<file path="config.mk">
export PLATFORM = sky130hd
export DESIGN_NAME = aca_core
export DESIGN_NICKNAME = d
export VERILOG_FILES = /design/src/verilog/aca_pkg.sv /design/src/verilog/aca_decode.sv /design/src/verilog/aca_core.sv
export VERILOG_INCLUDE_DIRS = /design/src /design/src/verilog
export SDC_FILE = /design/constraint.sdc
export NUM_CORES = 1
export LEC_CHECK = 0
export ABC_AREA = 0
export BUFFER_PORTS_ARGS = -buffer_cell sky130_fd_sc_hd__buf_4
export CORE_ASPECT_RATIO = 2
export CORE_UTILIZATION = 41
export DETAILED_ROUTE_END_ITERATION = 8
export GPL_ROUTABILITY_DRIVEN = 1
export PLACE_DENSITY = 0.74
export SLEW_MARGIN = 10
export SYNTH_ARGS = -nofsm -noshare
export SYNTH_HDL_FRONTEND = slang
export SYNTH_SLANG_ARGS = --single-unit
</file>
<file path="constraint.sdc">
create_clock -name clk_in -period 2.4 [get_ports clk_in]
set_input_delay 0.24 -clock clk_in [delete_from_list [all_inputs] [get_ports clk_in]]
set_output_delay 0.24 -clock clk_in [all_outputs]
set_load 0.02 [all_outputs]
</file>
<file path="src/verilog/aca_map.svh">
// Register offsets, field positions, result codes, reset values and timing limits
`ifndef ACA_MAP_SVH
`define ACA_MAP_SVH
// Task-file register offsets
`define ACA_OFS_SECCNT 4'h2
`define ACA_OFS_DRVHEAD 4'h6
`define ACA_OFS_CMD 4'h7
`define ACA_OFS_STATUS 4'h7
`define ACA_OFS_ERROR 4'h1
`define ACA_OFS_ALTSTAT 4'hE
`define ACA_OFS_DRVADDR 4'hF
// Drive/head fields
`define ACA_DH_DRV 4
`define ACA_DH_HEAD_HI 3
// Readback fields
`define ACA_RB_WGATE 6
`define ACA_RB_HEAD_HI 5
`define ACA_RB_HEAD_LO 2
`define ACA_RB_DS1 1
`define ACA_RB_DS0 0
// Status fields
`define ACA_ST_BUSY 7
`define ACA_ST_RDY 6
`define ACA_ST_DSC 4
`define ACA_ST_DRQ 3
`define ACA_ST_ERR 0
// Power query answers
`define ACA_PWR_SLEEP 8'h00
`define ACA_PWR_IDLE 8'hFF
// Diagnostic codes
`define ACA_DIAG_OK 8'h01
`define ACA_DIAG_FMT 8'h02
`define ACA_DIAG_BUF 8'h03
`define ACA_DIAG_ECC 8'h04
`define ACA_DIAG_CPU 8'h05
`define ACA_DIAG_SLAVE 8'h80
// Reset values
`define ACA_RST_DRVHEAD 8'hA0
`define ACA_RST_SECCNT 8'h01
`define ACA_RST_ERROR 8'h01
// Timing
`define ACA_CLK_NS 8
`define ACA_BUSY_MAX_NS 400
`define ACA_DRQ2_MAX_US 700
`define ACA_DRQ3_MAX_MS 20
`endif

</file>
<file path="src/verilog/aca_pkg.sv">
// Types shared by the command acceptance block
package aca_pkg;
   typedef enum logic [2:0] {
      ACA_CLS_NONE = 3'b000, // Not a recognised code
      ACA_CLS_1 = 3'b001, // Busy until engine done (power query goes straight to done), reads then DRQ
      ACA_CLS_2 = 3'b010, // Busy then DRQ, short wait
      ACA_CLS_3 = 3'b011 // Busy then DRQ, long wait
   } aca_class_e;
   typedef enum logic [2:0] {
      ACA_OP_PLAIN = 3'b000, // Handed to command engine
      ACA_OP_PWRCHK = 3'b001, // Power mode query
      ACA_OP_DIAG = 3'b010, // Self diagnostic
      ACA_OP_READ = 3'b011, // Read-type transfer
      ACA_OP_WRITE = 3'b100 // Write-type transfer
   } aca_op_e;
   typedef enum logic [2:0] {
      ACA_ST_IDLE = 3'b000, // Waiting for command
      ACA_ST_EXEC = 3'b001, // Busy, engine running
      ACA_ST_PREP = 3'b010, // Busy, buffer setup
      ACA_ST_XFER = 3'b011, // DRQ, host moving data
      ACA_ST_DONE = 3'b100 // Result posting
   } aca_state_e;
endpackage

</file>
<file path="src/verilog/aca_decode.sv">
// Command code decoder into acceptance class and operation
`timescale 1ns/10ps
module aca_decode
   import aca_pkg::*;
(
   input wire logic [7:0] code_in, // Command code
   output aca_class_e class_out, // Acceptance class
   output aca_op_e op_out, // Operation kind
   output logic drive_only_out // Head field ignored
);
   // Pure table lookup; unknown codes give class none
   always_comb begin
      class_out = ACA_CLS_NONE;
      op_out = ACA_OP_PLAIN;
      drive_only_out = 1'b0;
      unique casez (code_in)
         8'h20, 8'h21, 8'hC4, 8'h40, 8'h41, 8'h22, 8'h23: begin
            class_out = ACA_CLS_1;
            op_out = ACA_OP_READ;
         end
         8'hE4, 8'hEC: begin
            class_out = ACA_CLS_1;
            op_out = ACA_OP_READ;
            drive_only_out = 1'b1;
         end
         8'h30, 8'h31, 8'h38, 8'h3C, 8'h32, 8'h33, 8'h50: begin
            class_out = ACA_CLS_2;
            op_out = ACA_OP_WRITE;
         end
         8'hE8: begin
            class_out = ACA_CLS_2;
            op_out = ACA_OP_WRITE;
            drive_only_out = 1'b1;
         end
         8'hC5, 8'hCD: begin
            class_out = ACA_CLS_3;
            op_out = ACA_OP_WRITE;
         end
         8'h90: begin
            class_out = ACA_CLS_1;
            op_out = ACA_OP_DIAG;
            drive_only_out = 1'b1;
         end
         8'hE5, 8'h98: begin
            class_out = ACA_CLS_1;
            op_out = ACA_OP_PWRCHK;
            drive_only_out = 1'b1;
         end
         8'h91, 8'h7?, 8'hC0, 8'h87, 8'hF5: begin
            class_out = ACA_CLS_1;
         end
         8'h1?, 8'hEF, 8'hC6, 8'h03, 8'hE0, 8'hE1, 8'hE2, 8'hE3, 8'hE6,
         8'h94, 8'h95, 8'h96, 8'h97, 8'h99: begin
            class_out = ACA_CLS_1;
            drive_only_out = 1'b1;
         end
         default: begin // Unrecognised code
            class_out = ACA_CLS_NONE;
         end
      endcase
   end
endmodule

</file>
<file path="src/verilog/aca_core.sv">
// Command acceptance, status sequencing and drive address readback
`timescale 1ns/10ps
`include "aca_map.svh"
module aca_core
   import aca_pkg::*;
#(
   parameter int DRQ2_CYC = (`ACA_DRQ2_MAX_US * 1000) / `ACA_CLK_NS, // Class 2 DRQ limit
   parameter int DRQ3_CYC = (`ACA_DRQ3_MAX_MS * 1000000) / `ACA_CLK_NS, // Class 3 DRQ limit
   parameter int PREP_CYC = 16 // Buffer setup time used
)(
   input wire logic clk_in, // System clock 125 MHz
   input wire logic arst_n_in, // Async reset, active low
   input wire logic ce_in, // Clock enable, freezes state
   input wire logic [3:0] addr_in, // Task-file offset
   input wire logic wr_in, // Write strobe, one cycle
   input wire logic rd_in, // Read strobe, one cycle
   input wire logic [7:0] wdata_in, // Write data
   input wire logic drive_id_in, // This card's drive number
   input wire logic sleep_in, // Power state is sleep-related
   input wire logic exec_done_in, // Engine finished command
   input wire logic xfer_done_in, // Host data block moved
   input wire logic [7:0] diag_code_in, // Self test result
   output logic [7:0] rdata_out, // Read data, registered
   output logic busy_out, // Busy status bit
   output logic drq_out, // Data request status bit
   output logic intrq_out, // Pending interrupt
   output logic cmd_start_out, // Pulse to command engine
   output logic [7:0] cmd_code_out, // Accepted command code
   output logic [3:0] head_out, // Head used by command
   output logic wgate_out // Write in progress
);
   localparam int BUSY_CYC = `ACA_BUSY_MAX_NS / `ACA_CLK_NS; // Busy limit in cycles
   localparam int CW = 22; // Counter width

   aca_class_e dec_class; // Decoded class
   aca_op_e dec_op; // Decoded operation
   logic dec_donly; // Drive-only command

   aca_state_e state_q, state_d; // Sequencer state
   aca_op_e op_q, op_d; // Latched operation
   logic [CW-1:0] cnt_q, cnt_d; // Setup timer
   logic [7:0] dh_q, dh_d; // Drive/head register
   logic [7:0] sc_q, sc_d; // Sector count register
   logic [7:0] err_q, err_d; // Error register
   logic [7:0] code_q, code_d; // Accepted code
   logic [3:0] head_q, head_d; // Effective head
   logic start_q, start_d; // Engine start pulse
   logic int_q, int_d; // Interrupt pending
   logic errf_q, errf_d; // Error status flag
   logic [7:0] rdata_q, rdata_d; // Read data latch
   logic busy_q, busy_d; // Busy flag, kept in step with state
   logic drq_q, drq_d; // Data request flag
   logic wg_q, wg_d; // Write gate flag

   // Code table lives in its own module
   aca_decode u_dec (
      .code_in(wdata_in),
      .class_out(dec_class),
      .op_out(dec_op),
      .drive_only_out(dec_donly)
   );

   // Commands are accepted only when this card's drive number is selected
   function automatic logic selected(input logic [7:0] dh, input logic id);
      selected = (dh[`ACA_DH_DRV] == id);
   endfunction

   // Flags come from flops so the pins carry no decode glitches
   wire logic busy_w = busy_q; // Same timing as the state decode
   wire logic drq_w = drq_q;
   wire logic wg_w = wg_q;
   wire logic [7:0] status_w = {busy_w, 1'b1, 1'b0, 1'b1, drq_w, 1'b0, 1'b0, errf_q};

   // Next state for sequencer and task file
   always_comb begin
      state_d = state_q;
      op_d = op_q;
      cnt_d = cnt_q;
      dh_d = dh_q;
      sc_d = sc_q;
      err_d = err_q;
      code_d = code_q;
      head_d = head_q;
      start_d = 1'b0;
      int_d = int_q;
      errf_d = errf_q;
      // Status read clears interrupt; alternate status does not
      if (rd_in && addr_in == `ACA_OFS_STATUS) begin
         int_d = 1'b0;
      end
      // Parameter loads blocked while busy
      if (wr_in && !busy_w) begin
         if (addr_in == `ACA_OFS_DRVHEAD) begin
            dh_d = wdata_in;
         end else if (addr_in == `ACA_OFS_SECCNT) begin
            sc_d = wdata_in;
         end
      end
      unique case (state_q)
         ACA_ST_IDLE: begin
            // Command write while not busy; unknown code aborts
            if (wr_in && addr_in == `ACA_OFS_CMD && selected(dh_q, drive_id_in)) begin
               if (dec_class == ACA_CLS_NONE) begin
                  errf_d = 1'b1;
                  err_d = 8'h04;
                  int_d = 1'b1;
               end else begin
                  // Busy next cycle, far inside 400 ns
                  state_d = (dec_class == ACA_CLS_1) ? ACA_ST_EXEC : ACA_ST_PREP;
                  op_d = dec_op;
                  code_d = wdata_in;
                  errf_d = 1'b0;
                  head_d = dec_donly ? 4'h0 : dh_q[`ACA_DH_HEAD_HI:0];
                  start_d = 1'b1;
                  cnt_d = '0;
               end
            end
         end
         ACA_ST_PREP: begin
            // Buffer setup well below the class limit
            cnt_d = cnt_q + CW'(1);
            if (cnt_q >= CW'(PREP_CYC) || cnt_q >= CW'(DRQ2_CYC - 1) || cnt_q >= CW'(DRQ3_CYC - 1)) begin
               state_d = ACA_ST_XFER; // Busy drops with DRQ rising
            end
         end
         ACA_ST_EXEC: begin
            if (op_q == ACA_OP_PWRCHK) begin
               sc_d = sleep_in ? `ACA_PWR_SLEEP : `ACA_PWR_IDLE;
               state_d = ACA_ST_DONE;
            end else if (op_q == ACA_OP_DIAG && exec_done_in) begin
               err_d = diag_code_in;
               state_d = ACA_ST_DONE;
            end else if (exec_done_in) begin
               state_d = (op_q == ACA_OP_READ) ? ACA_ST_XFER : ACA_ST_DONE;
            end
         end
         ACA_ST_XFER: begin
            // Host moves the block through the data register
            if (xfer_done_in) begin
               state_d = ACA_ST_DONE;
            end
         end
         ACA_ST_DONE: begin
            state_d = ACA_ST_IDLE; // Busy released
            int_d = 1'b1;
            op_d = ACA_OP_PLAIN;
         end
         default: begin
            state_d = ACA_ST_IDLE; // Illegal codes recover
         end
      endcase
      // Decode next state, so the registered flags match state_q
      busy_d = (state_d == ACA_ST_EXEC) || (state_d == ACA_ST_PREP) || (state_d == ACA_ST_DONE);
      drq_d = (state_d == ACA_ST_XFER);
      wg_d = (op_d == ACA_OP_WRITE) && (state_d != ACA_ST_IDLE);
   end

   // Read data mux, registered
   always_comb begin
      rdata_d = 8'h00;
      unique case (addr_in)
         `ACA_OFS_STATUS, `ACA_OFS_ALTSTAT: rdata_d = status_w;
         `ACA_OFS_SECCNT: rdata_d = sc_q;
         `ACA_OFS_ERROR: rdata_d = err_q;
         `ACA_OFS_DRVHEAD: rdata_d = dh_q;
         `ACA_OFS_DRVADDR: begin
            rdata_d[7] = 1'b0;
            rdata_d[`ACA_RB_WGATE] = ~wg_w;
            rdata_d[`ACA_RB_HEAD_HI:`ACA_RB_HEAD_LO] = ~dh_q[`ACA_DH_HEAD_HI:0];
            rdata_d[`ACA_RB_DS1] = ~(drive_id_in && selected(dh_q, drive_id_in));
            rdata_d[`ACA_RB_DS0] = ~(!drive_id_in && selected(dh_q, drive_id_in));
         end
         default: rdata_d = 8'h00;
      endcase
   end

   // Registers only; clock enable freezes everything
   always_ff @(posedge clk_in or negedge arst_n_in) begin
      if (!arst_n_in) begin
         state_q <= ACA_ST_IDLE;
         op_q <= ACA_OP_PLAIN;
         cnt_q <= '0;
         dh_q <= `ACA_RST_DRVHEAD;
         sc_q <= `ACA_RST_SECCNT;
         err_q <= `ACA_RST_ERROR;
         code_q <= 8'h00;
         head_q <= 4'h0;
         start_q <= 1'b0;
         int_q <= 1'b0;
         errf_q <= 1'b0;
         rdata_q <= 8'h00;
         busy_q <= 1'b0;
         drq_q <= 1'b0;
         wg_q <= 1'b0;
      end else if (ce_in) begin
         state_q <= state_d;
         op_q <= op_d;
         cnt_q <= cnt_d;
         dh_q <= dh_d;
         sc_q <= sc_d;
         err_q <= err_d;
         code_q <= code_d;
         head_q <= head_d;
         start_q <= start_d;
         int_q <= int_d;
         errf_q <= errf_d;
         rdata_q <= rdata_d;
         busy_q <= busy_d;
         drq_q <= drq_d;
         wg_q <= wg_d;
      end
   end

   assign rdata_out = rdata_q;
   assign busy_out = busy_w;
   assign drq_out = drq_w;
   assign intrq_out = int_q;
   assign cmd_start_out = start_q;
   assign cmd_code_out = code_q;
   assign head_out = head_q;
   assign wgate_out = wg_w;
endmodule

</file>
# ---- After elaboration in Yosys (flattened, before gate mapping)
# Cells that the tools add are included.
dict set report classes {
  muxes 40
  n_bitwise 5
  n_eq_ne 66
  magnitude_cmp 3
  n_reduce_logical 32
  n_addsub 1
}
# op n
set op_table {}
lappend op_table {{== test 8 bit, second input constant} 25}
lappend op_table {{== test 8 x 6 -> 1 bit, second input constant} 10}
lappend op_table {{two-way mux 8 bit} 10}
lappend op_table {{two-way mux 22 bit} 2}
lappend op_table {{case mux 22 bit (2 select lines)} 1}
lappend op_table {{case mux 8 bit (5 select lines)} 1}
lappend op_table {{OR reduction 31 bit} 1}
lappend op_table {{two-way mux 3 bit} 10}
lappend op_table {{== test 8 x 7 -> 1 bit, second input constant} 3}
lappend op_table {{case mux 3 bit (4 select lines)} 2}
lappend op_table {{adder 22 x 1 -> 22 bit, second input constant} 1}
lappend op_table {{greater-or-equal comparator 22 x 17 -> 1 bit, second input constant} 1}
lappend op_table {{greater-or-equal comparator 22 bit, second input constant} 1}
lappend op_table {{greater-or-equal comparator 22 x 5 -> 1 bit, second input constant} 1}
lappend op_table {{OR reduction 20 bit} 1}
lappend op_table {{== test 3 x 2 -> 1 bit, second input constant} 6}
lappend op_table {{case mux 8 bit (2 select lines)} 1}
lappend op_table {{== test 3 x 1 -> 1 bit, second input constant} 4}
lappend op_table {{== test 4 x 3 -> 1 bit, second input constant} 3}
lappend op_table {{!= test 2 bit, second input constant} 5}
lappend op_table {{OR reduction 10 bit} 1}
lappend op_table {{== test 3 bit, second input constant} 3}
lappend op_table {{OR reduction 9 bit} 1}
lappend op_table {{== test 4 x 1 -> 1 bit, second input constant} 2}
lappend op_table {{23 further kinds} 51}
dict set report word_totals {
  wordCells 162
  output_inout_bits 25
  reg_bits 78
  input_bits 29
}

# ---- Logic depth before layout (Yosys ltp)
# Gate-level depths: netlist (run 1).
dict set report depth {
  depth_word 11
  mapped_depth 11
  depth_no_buf 8
}

# ---- Cells and area by module
# From an unflattened synthesis (run 1), not the netlist that was laid out.
dict set report hier_totals {
  hier_cells 496
  area_unflattened_um2 4544.4
}
# module instances cells_each area_each_um2
set by_module_without_submodules {}
lappend by_module_without_submodules {aca_core 1 425 4125.2}
lappend by_module_without_submodules {aca_decode 1 71 419.2}

# ---- Worst setup path before layout (run 1)
# Ideal clock, no wire load.
dict set report synth_timing {
  path_kind {input -> register}
  start {input wdata_in[4]}
  end {register cnt_q[10]}
  t_arrival_ns 2.413
  required_ns 2.321
  setup_slack_ns -0.092
  cell_stages 9
  setup_ns 0.079
  path_cell_list {clkbuf_2 -> nor3b_1 -> a21o_1 -> a222oi_1 -> and4b_4 -> a2111o_1 -> buf_6 -> a2111oi_2 -> mux2i_1}
}
dict set report synth_via {
  elab_chain_cells 6
  word_cells_on_any_way 48
  cone_classes {42 x eq/ne; 1 x mux; 5 x reduce/logical}
}
# item line
set synth_rtl {}
lappend synth_rtl {{from (decl)} aca_core.sv:17} ;# input wire logic [7:0] wdata_in,
lappend synth_rtl {{== test 8 x 6 -> 1 bit, or another cell as far along} aca_decode.sv:16} ;# unique casez (code_in)
lappend synth_rtl {{OR reduction 31 bit (no line), or another cell as far along} --}
lappend synth_rtl {{case mux 2 bit (3 select lines) (*)} aca_decode.sv:16}
lappend synth_rtl {{zero test 3 bit (*)} aca_core.sv:103} ;# if (dec_class == ACA_CLS_NONE) begin
lappend synth_rtl {{!= test 2 bit (no line) (*)} --}
lappend synth_rtl {{AND reduction 4 bit (no line) (*)} --}
lappend synth_rtl {{to (signal assigned)} aca_core.sv:198} ;# cnt_q <= cnt_d;
lappend synth_rtl {{to (decl)} aca_core.sv:41} ;# logic [CW-1:0] cnt_q, cnt_d;
# Mark *: on every way between the ends. The rest lies on a longest branch, timed or not.
# A chain may end at the register's enable or synchronous reset.

# ---- Final worst setup path (run 1)
dict set report layout_timing {
  start {input wdata_in[7]}
  end {register cnt_q[16]}
}
# The elaborated chain is that of the path after synthesis.

==> results of run 1 <==
layout make-up:
type	count	area, µm²
fillers	1012	5139
multi-input cells	405	2625
flip-flops and latches	78	1957
repair buffers	120	923.4
clock buffers	11	232.7
well taps	142	177.7
clock inverters	5	83.83
inverters	21	78.83
metrics by stage:
stage / hold WS [ps] / total power, mW / cell area, µm²
6_report: 116.2 / 4.465 / 6078
5_1_grt: 141.3 / 4.670 / 6078
4_1_cts: 111.6 / 4.455 / 6051
3_5_place_dp: 261.7 / 2.976 / 5687
3_3_place_gp: 265.3 / 2.924 / 5687
2_1_floorplan: -55.59 / 2.455 / 4778
cells in the final DEF, fill, tap and decap left out, drive strengths merged, types with 6 or more instances in the layout:
cell / n
nand3: 25
o21ai: 39
nor2b: 8
nor3b: 8
inv: 21
mux2i: 20
nor4: 6
clkbuf: 11
buf: 119
mux2: 10
nand4b: 7
nand2: 96
a2111oi: 8
nor2: 32
o2bb2ai: 6
a21oi: 29
nand2b: 15
and3: 6
dfrtp: 74
a22oi: 7
worst paths after layout:
path | from | end | slack (ps) | cells past startpoint
worst max-delay path | wdata_in[7] | cnt_q[16] | 70 | 9
worst min-delay path | diag_code_in[0] | err_q[0] | 120 | 3
worst max register to register | cnt_q[6] | drq_out | 90 | 6
worst min register to register | err_q[0] | err_q[0] | 480 | 2
max in group asynchronous | arst_n_in | cnt_q[2] | 1300 | 3
min in group asynchronous | arst_n_in | err_q[4] | 430 | 2
kinds of logic (layout without fill, tap and decap cells):
logic type	after synthesis	in the layout	synth area share
adder cells (fa/ha/maj)	4	4	0.01065
buffers and inverters	57	157	0.05033
multiplexers	30	30	0.06658
flip-flops	78	78	0.4165
AND/OR/NAND/NOR	242	242	0.2666
AO/OA/AOI/OAI	124	124	0.1800
XOR/XNOR	5	5	0.009320
repair_timing:
action | 4_1_cts | 5_1_grt
hold buffers | 1 | 0
pin swaps | 1 | 2
hold endpoints to repair | 37 | 0
gates resized for setup | 7 | 5
buffers inserted | 1 | 1
setup endpoints to repair | 12 | 12
state kept, by name (all words and copies together) (netlist names), 3 cells and up:
register and flops:
op_q 3, rdata_out 8, cnt_q 22, cmd_code_out 8, err_q 8, state_q 3, sc_q 8, head_out 4
dh_q 8
synthesized netlist by cell type, types with 5 or more instances:
cell type	count	share of area
nand2_1	96	0.077
dfrtp_1	74	0.39
o21ai_0	38	0.040
nor2_1	31	0.025
a21oi_1	29	0.031
nand3_1	25	0.027
clkbuf_1	22	0.018
inv_1	21	0.017
mux2i_1	20	0.043
nand2b_1	15	0.020
buf_2	11	0.012
mux2_2	10	0.024
nor2b_1	8	0.011
nor3b_1	8	0.013
a22oi_1	7	0.011
nand4b_1	7	0.013
and3_1	6	0.0080
nor4_1	6	0.0080
o2bb2ai_1	6	0.011
a2111oi_2	5	0.016
nand4_1	5	0.0067
nor3_1	5	0.0053
nor4b_1	5	0.0093
xor2_1	5	0.0093
report_power, final:
group,internal (mW),leakage [nW],switching (mW)
clock,0.913,0.146,0.548
combinational,0.494,1.55,0.623
sequential,1.60,1.01,0.281
metal layers:
layer  GRT usage  routed length [µm]  vias to the layer above
met5           0                   0                        -
met4      0.1698                 941                        0
met3     0.03761                 593                       63
met2      0.4319                7362                      173
met1      0.2390                4736                     2130
li1            -                   -                     2117
critical path: stages:
cell       delay (ps)
buf_4             110
or4b_1            510
o21ai_0           100
a222oi_1          180
and4b_4           260
a2111o_1          430
buf_8             190
a2111oi_4         330
mux2i_1           230
==> out/metrics.cfg, run 1 <==
[finish]
final_nets = 668
diodes = 0
synthToLayoutAreaGrowth_pct = 29.37
final_util = 0.5419
stdcell_count = 782
layout-drive-gt1-share = 0.2641

[yosys]
synthFlopType = dfrtp_1
async_flop_share = 1.000
ys_seq_area_frac = 0.4165
synth.net_count = 573
avgSynthCellArea_um2 = 8.700
yosys_warnings = 0
netlist_instances = 540
synth_edf_count = 0
synth-seq-cells = 78
synth_area_mm2 = 0.004698
synth.distinct_cells = 65

[cts]
clockBufferDepth = 2
numCtsBuffers = 9
clock_sinks = 78
clk_pin_slew_worst_paths_ps = 60
cts_root_buf = clkbuf_16
clk_latency_ps = 350
tritoncts = built
cts_max_level = 3

[timing]
post-route-period-util = 0.9703
relSlewSlack = 0.5060
drv_slew = 0
rsz0062_at_grt = true
clock_skew_ps = 11.75
fin_crit_ps = 2329
final-setup-viol-count = 0
fin_setup_tns_ps = 0
layout_setup_ws_ps = 71.37
tightest_slew_ps = 740.2
fmax_mhz = 429.4
finalHoldViolations = 0

[routing]
drcViolationCount = 0
vias_per_cell = 5.733
drt-total-wl_um = 13630
ant_nets = 0
dr_total_vias = 4483
wl_per_cell_um = 17.43
dr.pass1.iters = 5
drtIter0Drc = 296

[global_routing]
grt_max_degree = 44
grt_pass1_wl_um = 22040
grt_pass1_vias = 4549
gr-total-overflow = 0
grt_antenna_before_repair = 0
gr-usage-all-layers = 0.2376

[worst_setup_path]
critPathLaunchType = input port
crit_path_max_fanout = 9
crit_path_end_kind = flip-flop
cp.required_ps = 2670
cp_data_arrival_time_ps = 2590
crit_type = input port to flip-flop

[placed_design]
place_congestion = 0.9370
port_buffers = 53
dpl_worst_slack_ps = -286.7
place_hpwl_um = 10280
dp.cells = 763

[die]
die_h_um = 153.4
die-width_um = 77.70
initial_core_util = 0.4189
pin_count = 54
rows = 55
die-area_mm2 = 0.01192
coreArea_mm2 = 0.01122

[min_path]
worstHoldPathType = input port to flip-flop

[flow_run]
max_cap_viol_count = 0

[power]
p_leak_nw = 2.709
ir_drop_mv = 0.5584
power.density_mw_per_mm2 = 734.5

[status]
run_status = completed

(Power assumes the default switching activity.)
==> run 2, diff against run 1 <==
==> constraint.sdc (replaced) <==
create_clock -name clk_in -period 2.4 [get_ports clk_in]
set_input_delay 0.48 -clock clk_in [delete_from_list [all_inputs] [get_ports clk_in]]
set_output_delay 0.48 -clock clk_in [all_outputs]
set_load 0.02 [all_outputs]
==> run 2 against run 1 <==
The run now ends with setup timing left. Non-clock buffer count grew 13. Clock skew shrank 5.1 ps. Setup slack lost 140 ps. Largest power group unchanged. Cell count grew 1.7%. Sequential share of layout area shrank 1.5 points. Final area grew 4.8%. Clock power grew 9%. Combinational power grew 9.8%. First-iteration DRC count shrank 28%. Die area is the same.
==> out/metrics.cfg, run 2 (same netlist as run 1, synthesis figures left out) <==
[routing]
ant_nets = 0  ; unchanged
dr_total_vias = 4585  ; +2.3%
drtIter0Drc = 213  ; -28%
wl_per_cell_um = 17.53  ; +0.53%
drcViolationCount = 0  ; unchanged
vias_per_cell = 5.767  ; +0.60%
dr.pass1.iters = 6  ; +1
drt-total-wl_um = 13930  ; +2.2%

[timing]
finalHoldViolations = 0  ; unchanged
fin_setup_tns_ps = -315.9  ; -315.9 ps
final-setup-viol-count = 7  ; +7
tightest_slew_ps = 662.0  ; -78.24 ps
fmax_mhz = 405.3  ; -5.6%
post-route-period-util = 1.028  ; +0.05772
fin_hold_ws_ps = 138.1  ; +21.92 ps
layout_setup_ws_ps = -67.15  ; -138.5 ps
drv_slew = 0  ; unchanged
fin_crit_ps = 2467  ; +138.5 ps
rsz0062_at_grt = true
relSlewSlack = 0.5582  ; +0.05221
clock_skew_ps = 6.612  ; -5.138 ps

[worst_setup_path]
crit_path_max_fanout = 9  ; unchanged
critPathLaunchType = input port
cp_data_arrival_time_ps = 2730  ; +140 ps
crit_path_end_kind = flip-flop
cp.required_ps = 2660  ; about the same
crit_type = input port to flip-flop

[min_path]
worstHoldPathType = input port to asynchronous set/reset pin

[power]
combPwrFrac = 0.262  ; +0.012
power.density_mw_per_mm2 = 738.4  ; +0.52%
internal_power_mw = 3.213  ; +6.7%
seq_power_share = 0.400  ; -0.022
p_switching_mw = 1.490  ; +2.5%
ir_drop_mv = 0.3640  ; -35%
p_sw_frac = 0.3168  ; -0.008586
total_power_mw = 4.702  ; +5.3%
power_frac_clock = 0.338  ; +0.011
p_leak_nw = 2.838  ; +4.8%

[global_routing]
grt_pass1_vias = 4599  ; +1.1%
gr-total-overflow = 0  ; unchanged
gr-usage-all-layers = 0.2396  ; +0.002061
grt_max_degree = 43  ; -2.3%
grt_pass1_wl_um = 22410  ; +1.7%
grt_antenna_before_repair = 0  ; unchanged

[finish]
final_area_mm2 = 0.006369  ; +4.8%
synthToLayoutAreaGrowth_pct = 35.55
final_nets = 681  ; +1.9%
layout_common_cells = buf_4, nand2_1, dfrtp_1
top_register = cnt_q
stdcell_count = 795  ; +1.7%
largest_reg_flops = 22  ; unchanged
final_util = 0.5678  ; +0.02588
final_common_cell = buf_4
n_fill_cell = 963  ; -4.8%
layout-drive-gt1-share = 0.3078  ; +0.04375
diodes = 0  ; unchanged

[cts]
clk_latency_ps = 340  ; about the same
clk_pin_slew_worst_paths_ps = 60  ; about the same
clock_sinks = 78  ; unchanged
tritoncts = built
cts_root_buf = clkbuf_16
numCtsBuffers = 9  ; unchanged
cts_max_level = 3  ; unchanged
clockBufferDepth = 2  ; unchanged
ctsHoldBuffers = 0  ; -1

[die]
die_h_um = 153.4  ; unchanged
pin_count = 54  ; unchanged
die-width_um = 77.70  ; unchanged
rows = 55  ; unchanged
coreArea_mm2 = 0.01122  ; unchanged
die-area_mm2 = 0.01192  ; unchanged
initial_core_util = 0.4189  ; unchanged

[status]
run_status = finished with violations
violations = setup timing

[placed_design]
dpl_worst_slack_ps = -524.3  ; -237.6 ps
place_hpwl_um = 10230  ; -0.53%
place_congestion = 0.9033  ; -3.6%
place_area_mm2 = 0.005791  ; +1.8%
dp.cells = 773  ; +1.3%
port_buffers = 53  ; unchanged

[flow_run]
max_cap_viol_count = 0  ; unchanged

==> run 2: changes by cell type in the layout (fill, tap and decap cells not counted), sizes merged <==
cell	previous run	this run
buf	119	133
bufinv	2	3
clkinv	1	0
clkinvlp	2	1
dlygate4sd3	1	0
inv	21	22
==> run 2: final cells by class <==
cell class | count | area [µm²] | share of cell area
sequential | 78 | 1957 | 0.3073
clock buffer | 11 | 242.7 | 0.03811
inverter | 21 | 78.83 | 0.01238
tap | 142 | 177.7 | 0.02790
timing repair buffer | 133 | 1057 | 0.1660
clock inverter | 5 | 106.4 | 0.01670
multi-input combinational | 405 | 2749 | 0.4316
==> run 2: power by group through the flow <==
stage          combinational [mW]  clock, mW  sequential (mW)
2_1_floorplan               0.662          0             1.80
5_1_grt                      1.36       1.66             1.90
6_report                     1.23       1.59             1.88
4_1_cts                      1.19       1.61             1.87
3_3_place_gp                 1.10          0             1.87
3_5_place_dp                 1.15          0             1.89
==> run 2: critical path, cell delays in order <==
cell,delay (ps)
buf_4,100
and2b_1,210
buf_4,150
nand4b_1,160
a21bo_2,230
and4b_4,210
a2111o_1,460
buf_6,200
a2111oi_4,310
mux2i_1,220
==> run 2: routing by layer <==
layer | wire length [µm] | global-route usage | vias to the layer above
met1 | 4976 | 0.2461 | 2256
met4 | 772 | 0.1375 | 0
li1 | - | - | 2140
met2 | 7702 | 0.4505 | 135
met3 | 483 | 0.03164 | 54
met5 | 0 | 0 | -
==> run 2: path summary, 6_finish.rpt <==
check,start,cells after the start,end,slack [ps]
min in group clk_in,diag_code_in[0],3,err_q[0],370
max,wdata_in[3],10,cnt_q[18],-70
max in group asynchronous,arst_n_in,2,dh_q[7],1570
min reg2reg,err_q[0],2,err_q[0],480
min,arst_n_in,1,err_q[7],140
max reg2reg,dh_q[4],7,cnt_q[18],-40
==> run 2: what timing repair did <==
action | in CTS | in global routing
endpoints found under the setup margin | 14 | 41
setup buffers | 4 | 2
pin swaps | 7 | 10
gates resized for setup | 11 | 27
==> run 3, diff against run 2 <==
==> constraint.sdc (replaced) <==
create_clock -name clk_in -period 2.4 [get_ports clk_in]
set_input_delay 0.48 -clock clk_in [delete_from_list [all_inputs] [get_ports clk_in]]
set_output_delay 0.48 -clock clk_in [all_outputs]
set_load 0.1 [all_outputs]
==> run 3 against run 2 <==
The run still ends with setup timing left. Clock skew increased by 3.0 ps. First-iteration DRC count grew 31%. Via count up 0.89%. Critical path type unchanged.
==> out/metrics.cfg, run 3 (same netlist as run 1, synthesis figures left out) <==
[finish]
stdcell_count = 790  ; -0.63%
layout_common_cells = buf_4, nand2_1, dfrtp_1
synthToLayoutAreaGrowth_pct = 32.20
largest_reg_flops = 22  ; unchanged
final_common_cell = buf_4
final_nets = 676  ; -0.73%
top_register = cnt_q
layout-drive-gt1-share = 0.2870  ; -0.02077
final_util = 0.5537  ; -0.01406
diodes = 0  ; unchanged
final_area_mm2 = 0.006211  ; -2.5%

[timing]
fin_setup_tns_ps = -703.7  ; -387.8 ps
fin_hold_ws_ps = 107.5  ; -30.64 ps
fin_crit_ps = 2544  ; +76.66 ps
fmax_mhz = 393.1  ; -3.0%
tightest_slew_ps = 699.1  ; +37.13 ps
layout_setup_ws_ps = -143.8  ; -76.66 ps
rsz0062_at_grt = true
relSlewSlack = 0.5334  ; -0.02478
finalHoldViolations = 0  ; unchanged
post-route-period-util = 1.060  ; +0.03194
clock_skew_ps = 9.589  ; +2.976 ps
final-setup-viol-count = 10  ; +3
drv_slew = 0  ; unchanged

[global_routing]
grt_pass1_vias = 4794  ; +4.2%
grt_pass1_wl_um = 22290  ; -0.53%
gr-total-overflow = 0  ; unchanged
gr-usage-all-layers = 0.2384  ; -0.001248
grt_max_degree = 44  ; +2.3%
grt_antenna_before_repair = 0  ; unchanged

[worst_setup_path]
reg2reg_slack_ps = -100  ; -60 ps
cp.buffers_inverters = 2  ; -1
crit_type = input port to flip-flop
critical-path-top-delay-family = compound AO/OA/AOI/OAI gates
critPathLaunchType = input port
slowest_stage = or4b_1
cp_data_arrival_time_ps = 2800  ; +70 ps
crit_path_end_kind = flip-flop
cp.required_ps = 2650  ; about the same
cpPeakStageDelay_ps = 510  ; +50 ps
crit_path_max_fanout = 5  ; -4
crit_chain = buf_6 > or4b_1 > o21ai_1 > a222oi_1 > and4b_4 > a2111o_1 > buf_4 > a2111oi_4 > mux2i_1

[routing]
vias_per_cell = 5.856  ; +1.5%
drt-total-wl_um = 13560  ; -2.7%
dr.pass1.iters = 5  ; -1
wl_per_cell_um = 17.16  ; -2.1%
drtIter0Drc = 278  ; +31%
ant_nets = 0  ; unchanged
drcViolationCount = 0  ; unchanged
dr_total_vias = 4626  ; +0.89%

[status]
run_status = finished with violations
violations = setup timing

[flow_run]
max_cap_viol_count = 0  ; unchanged

[die]
initial_core_util = 0.4189  ; unchanged
die_h_um = 153.4  ; unchanged
coreArea_mm2 = 0.01122  ; unchanged
die-area_mm2 = 0.01192  ; unchanged
pin_count = 54  ; unchanged
rows = 55  ; unchanged
die-width_um = 77.70  ; unchanged

[cts]
clockBufferDepth = 2  ; unchanged
numCtsBuffers = 9  ; unchanged
clock_sinks = 78  ; unchanged
tritoncts = built
cts_max_level = 3  ; unchanged
ctsHoldBuffers = 0  ; unchanged
cts_root_buf = clkbuf_16
clk_pin_slew_worst_paths_ps = 60  ; about the same
clk_latency_ps = 340  ; about the same

[placed_design]
dp.cells = 769  ; -0.52%
port_buffers = 53  ; unchanged
place_congestion = 0.9087  ; +0.60%
dpl_worst_slack_ps = -480.9  ; +43.41 ps
place_area_mm2 = 0.005769  ; -0.37%
place_hpwl_um = 10310  ; +0.81%

[power]
p_sw_frac = 0.3719  ; +0.05513
ir_drop_mv = 0.5202  ; +43%
power_frac_clock = 0.276  ; -0.062
power.density_mw_per_mm2 = 738.6  ; about the same
p_leak_nw = 2.752  ; -3.0%
total_power_mw = 4.587  ; -2.4%
p_switching_mw = 1.706  ; +15%
seq_power_share = 0.408  ; +0.008
internal_power_mw = 2.881  ; -10%
combPwrFrac = 0.316  ; +0.054

[min_path]
worstHoldPathType = input port to asynchronous set/reset pin

## run 3: cell count changes in the layout (fill, tap and decap cells not counted), moves of 2 or more
cell | previous run | this run
buf_4 | 123 | 119
o21ai_1 | 5 | 9
bufinv_16 | 3 | 0
clkinvlp_4 | 1 | 4
o21ai_0 | 33 | 30
buf_12 | 2 | 4
buf_6 | 7 | 5
nor4_1 | 4 | 6
nor4_2 | 2 | 0
## run 3: metal layers
| metal | global-route usage | routed length (µm) |
|---|---|---|
| met1 | 0.2309 | 4707 |
| met2 | 0.4543 | 7684 |
| met3 | 0.02985 | 463 |
| met4 | 0.1590 | 703 |
| met5 | 0 | 0 |
## run 3: path summary, 6_finish.rpt
path / start / end / cells past startpoint
setup / recovery: wdata_in[7] / cnt_q[14] / 9
hold / removal: arst_n_in / err_q[2] / 1
setup reg to reg: dh_q[4] / cnt_q[14] / 7
hold reg to reg: cmd_code_out[4] / cmd_code_out[4] / 2
max in group asynchronous: arst_n_in / cmd_code_out[4] / 2
min in group clk_in: diag_code_in[0] / err_q[0] / 3
## run 3: final cells by class
type | count | area, µm²
repair buffers | 128 | 1030
clock buffers | 11 | 242.7
inverters | 21 | 78.83
well taps | 142 | 177.7
clock inverters | 5 | 35.03
fillers | 997 | 5006
multi-input cells | 405 | 2690
flip-flops and latches | 78 | 1957
## run 3: what timing repair did
item / 4_1_cts / 5_1_grt
resized for setup: 9 / 18
endpoints found under the setup margin: 12 / 21
pin swaps: 2 / 4
buffers inserted: 2 / 3
## run 3: worst register-to-register path, delay by kind of cell (launching register included)
kind / cells / cell delay [ps]
mux: 1 / 220
simple gates: 1 / 430
compound gates: 2 / 850
fa+ha+maj: 1 / 300
flops: 1 / 350
buf+inv: 2 / 250
## run 3: power groups by stage
stage,registers (mW),logic (mW),clock network [mW]
CTS,1.86,1.40,1.28
global route,1.89,1.56,1.34
detailed placement,1.88,1.38,0
floorplan,2.03,0.663,0
global placement,1.87,1.33,0
finish,1.87,1.45,1.27
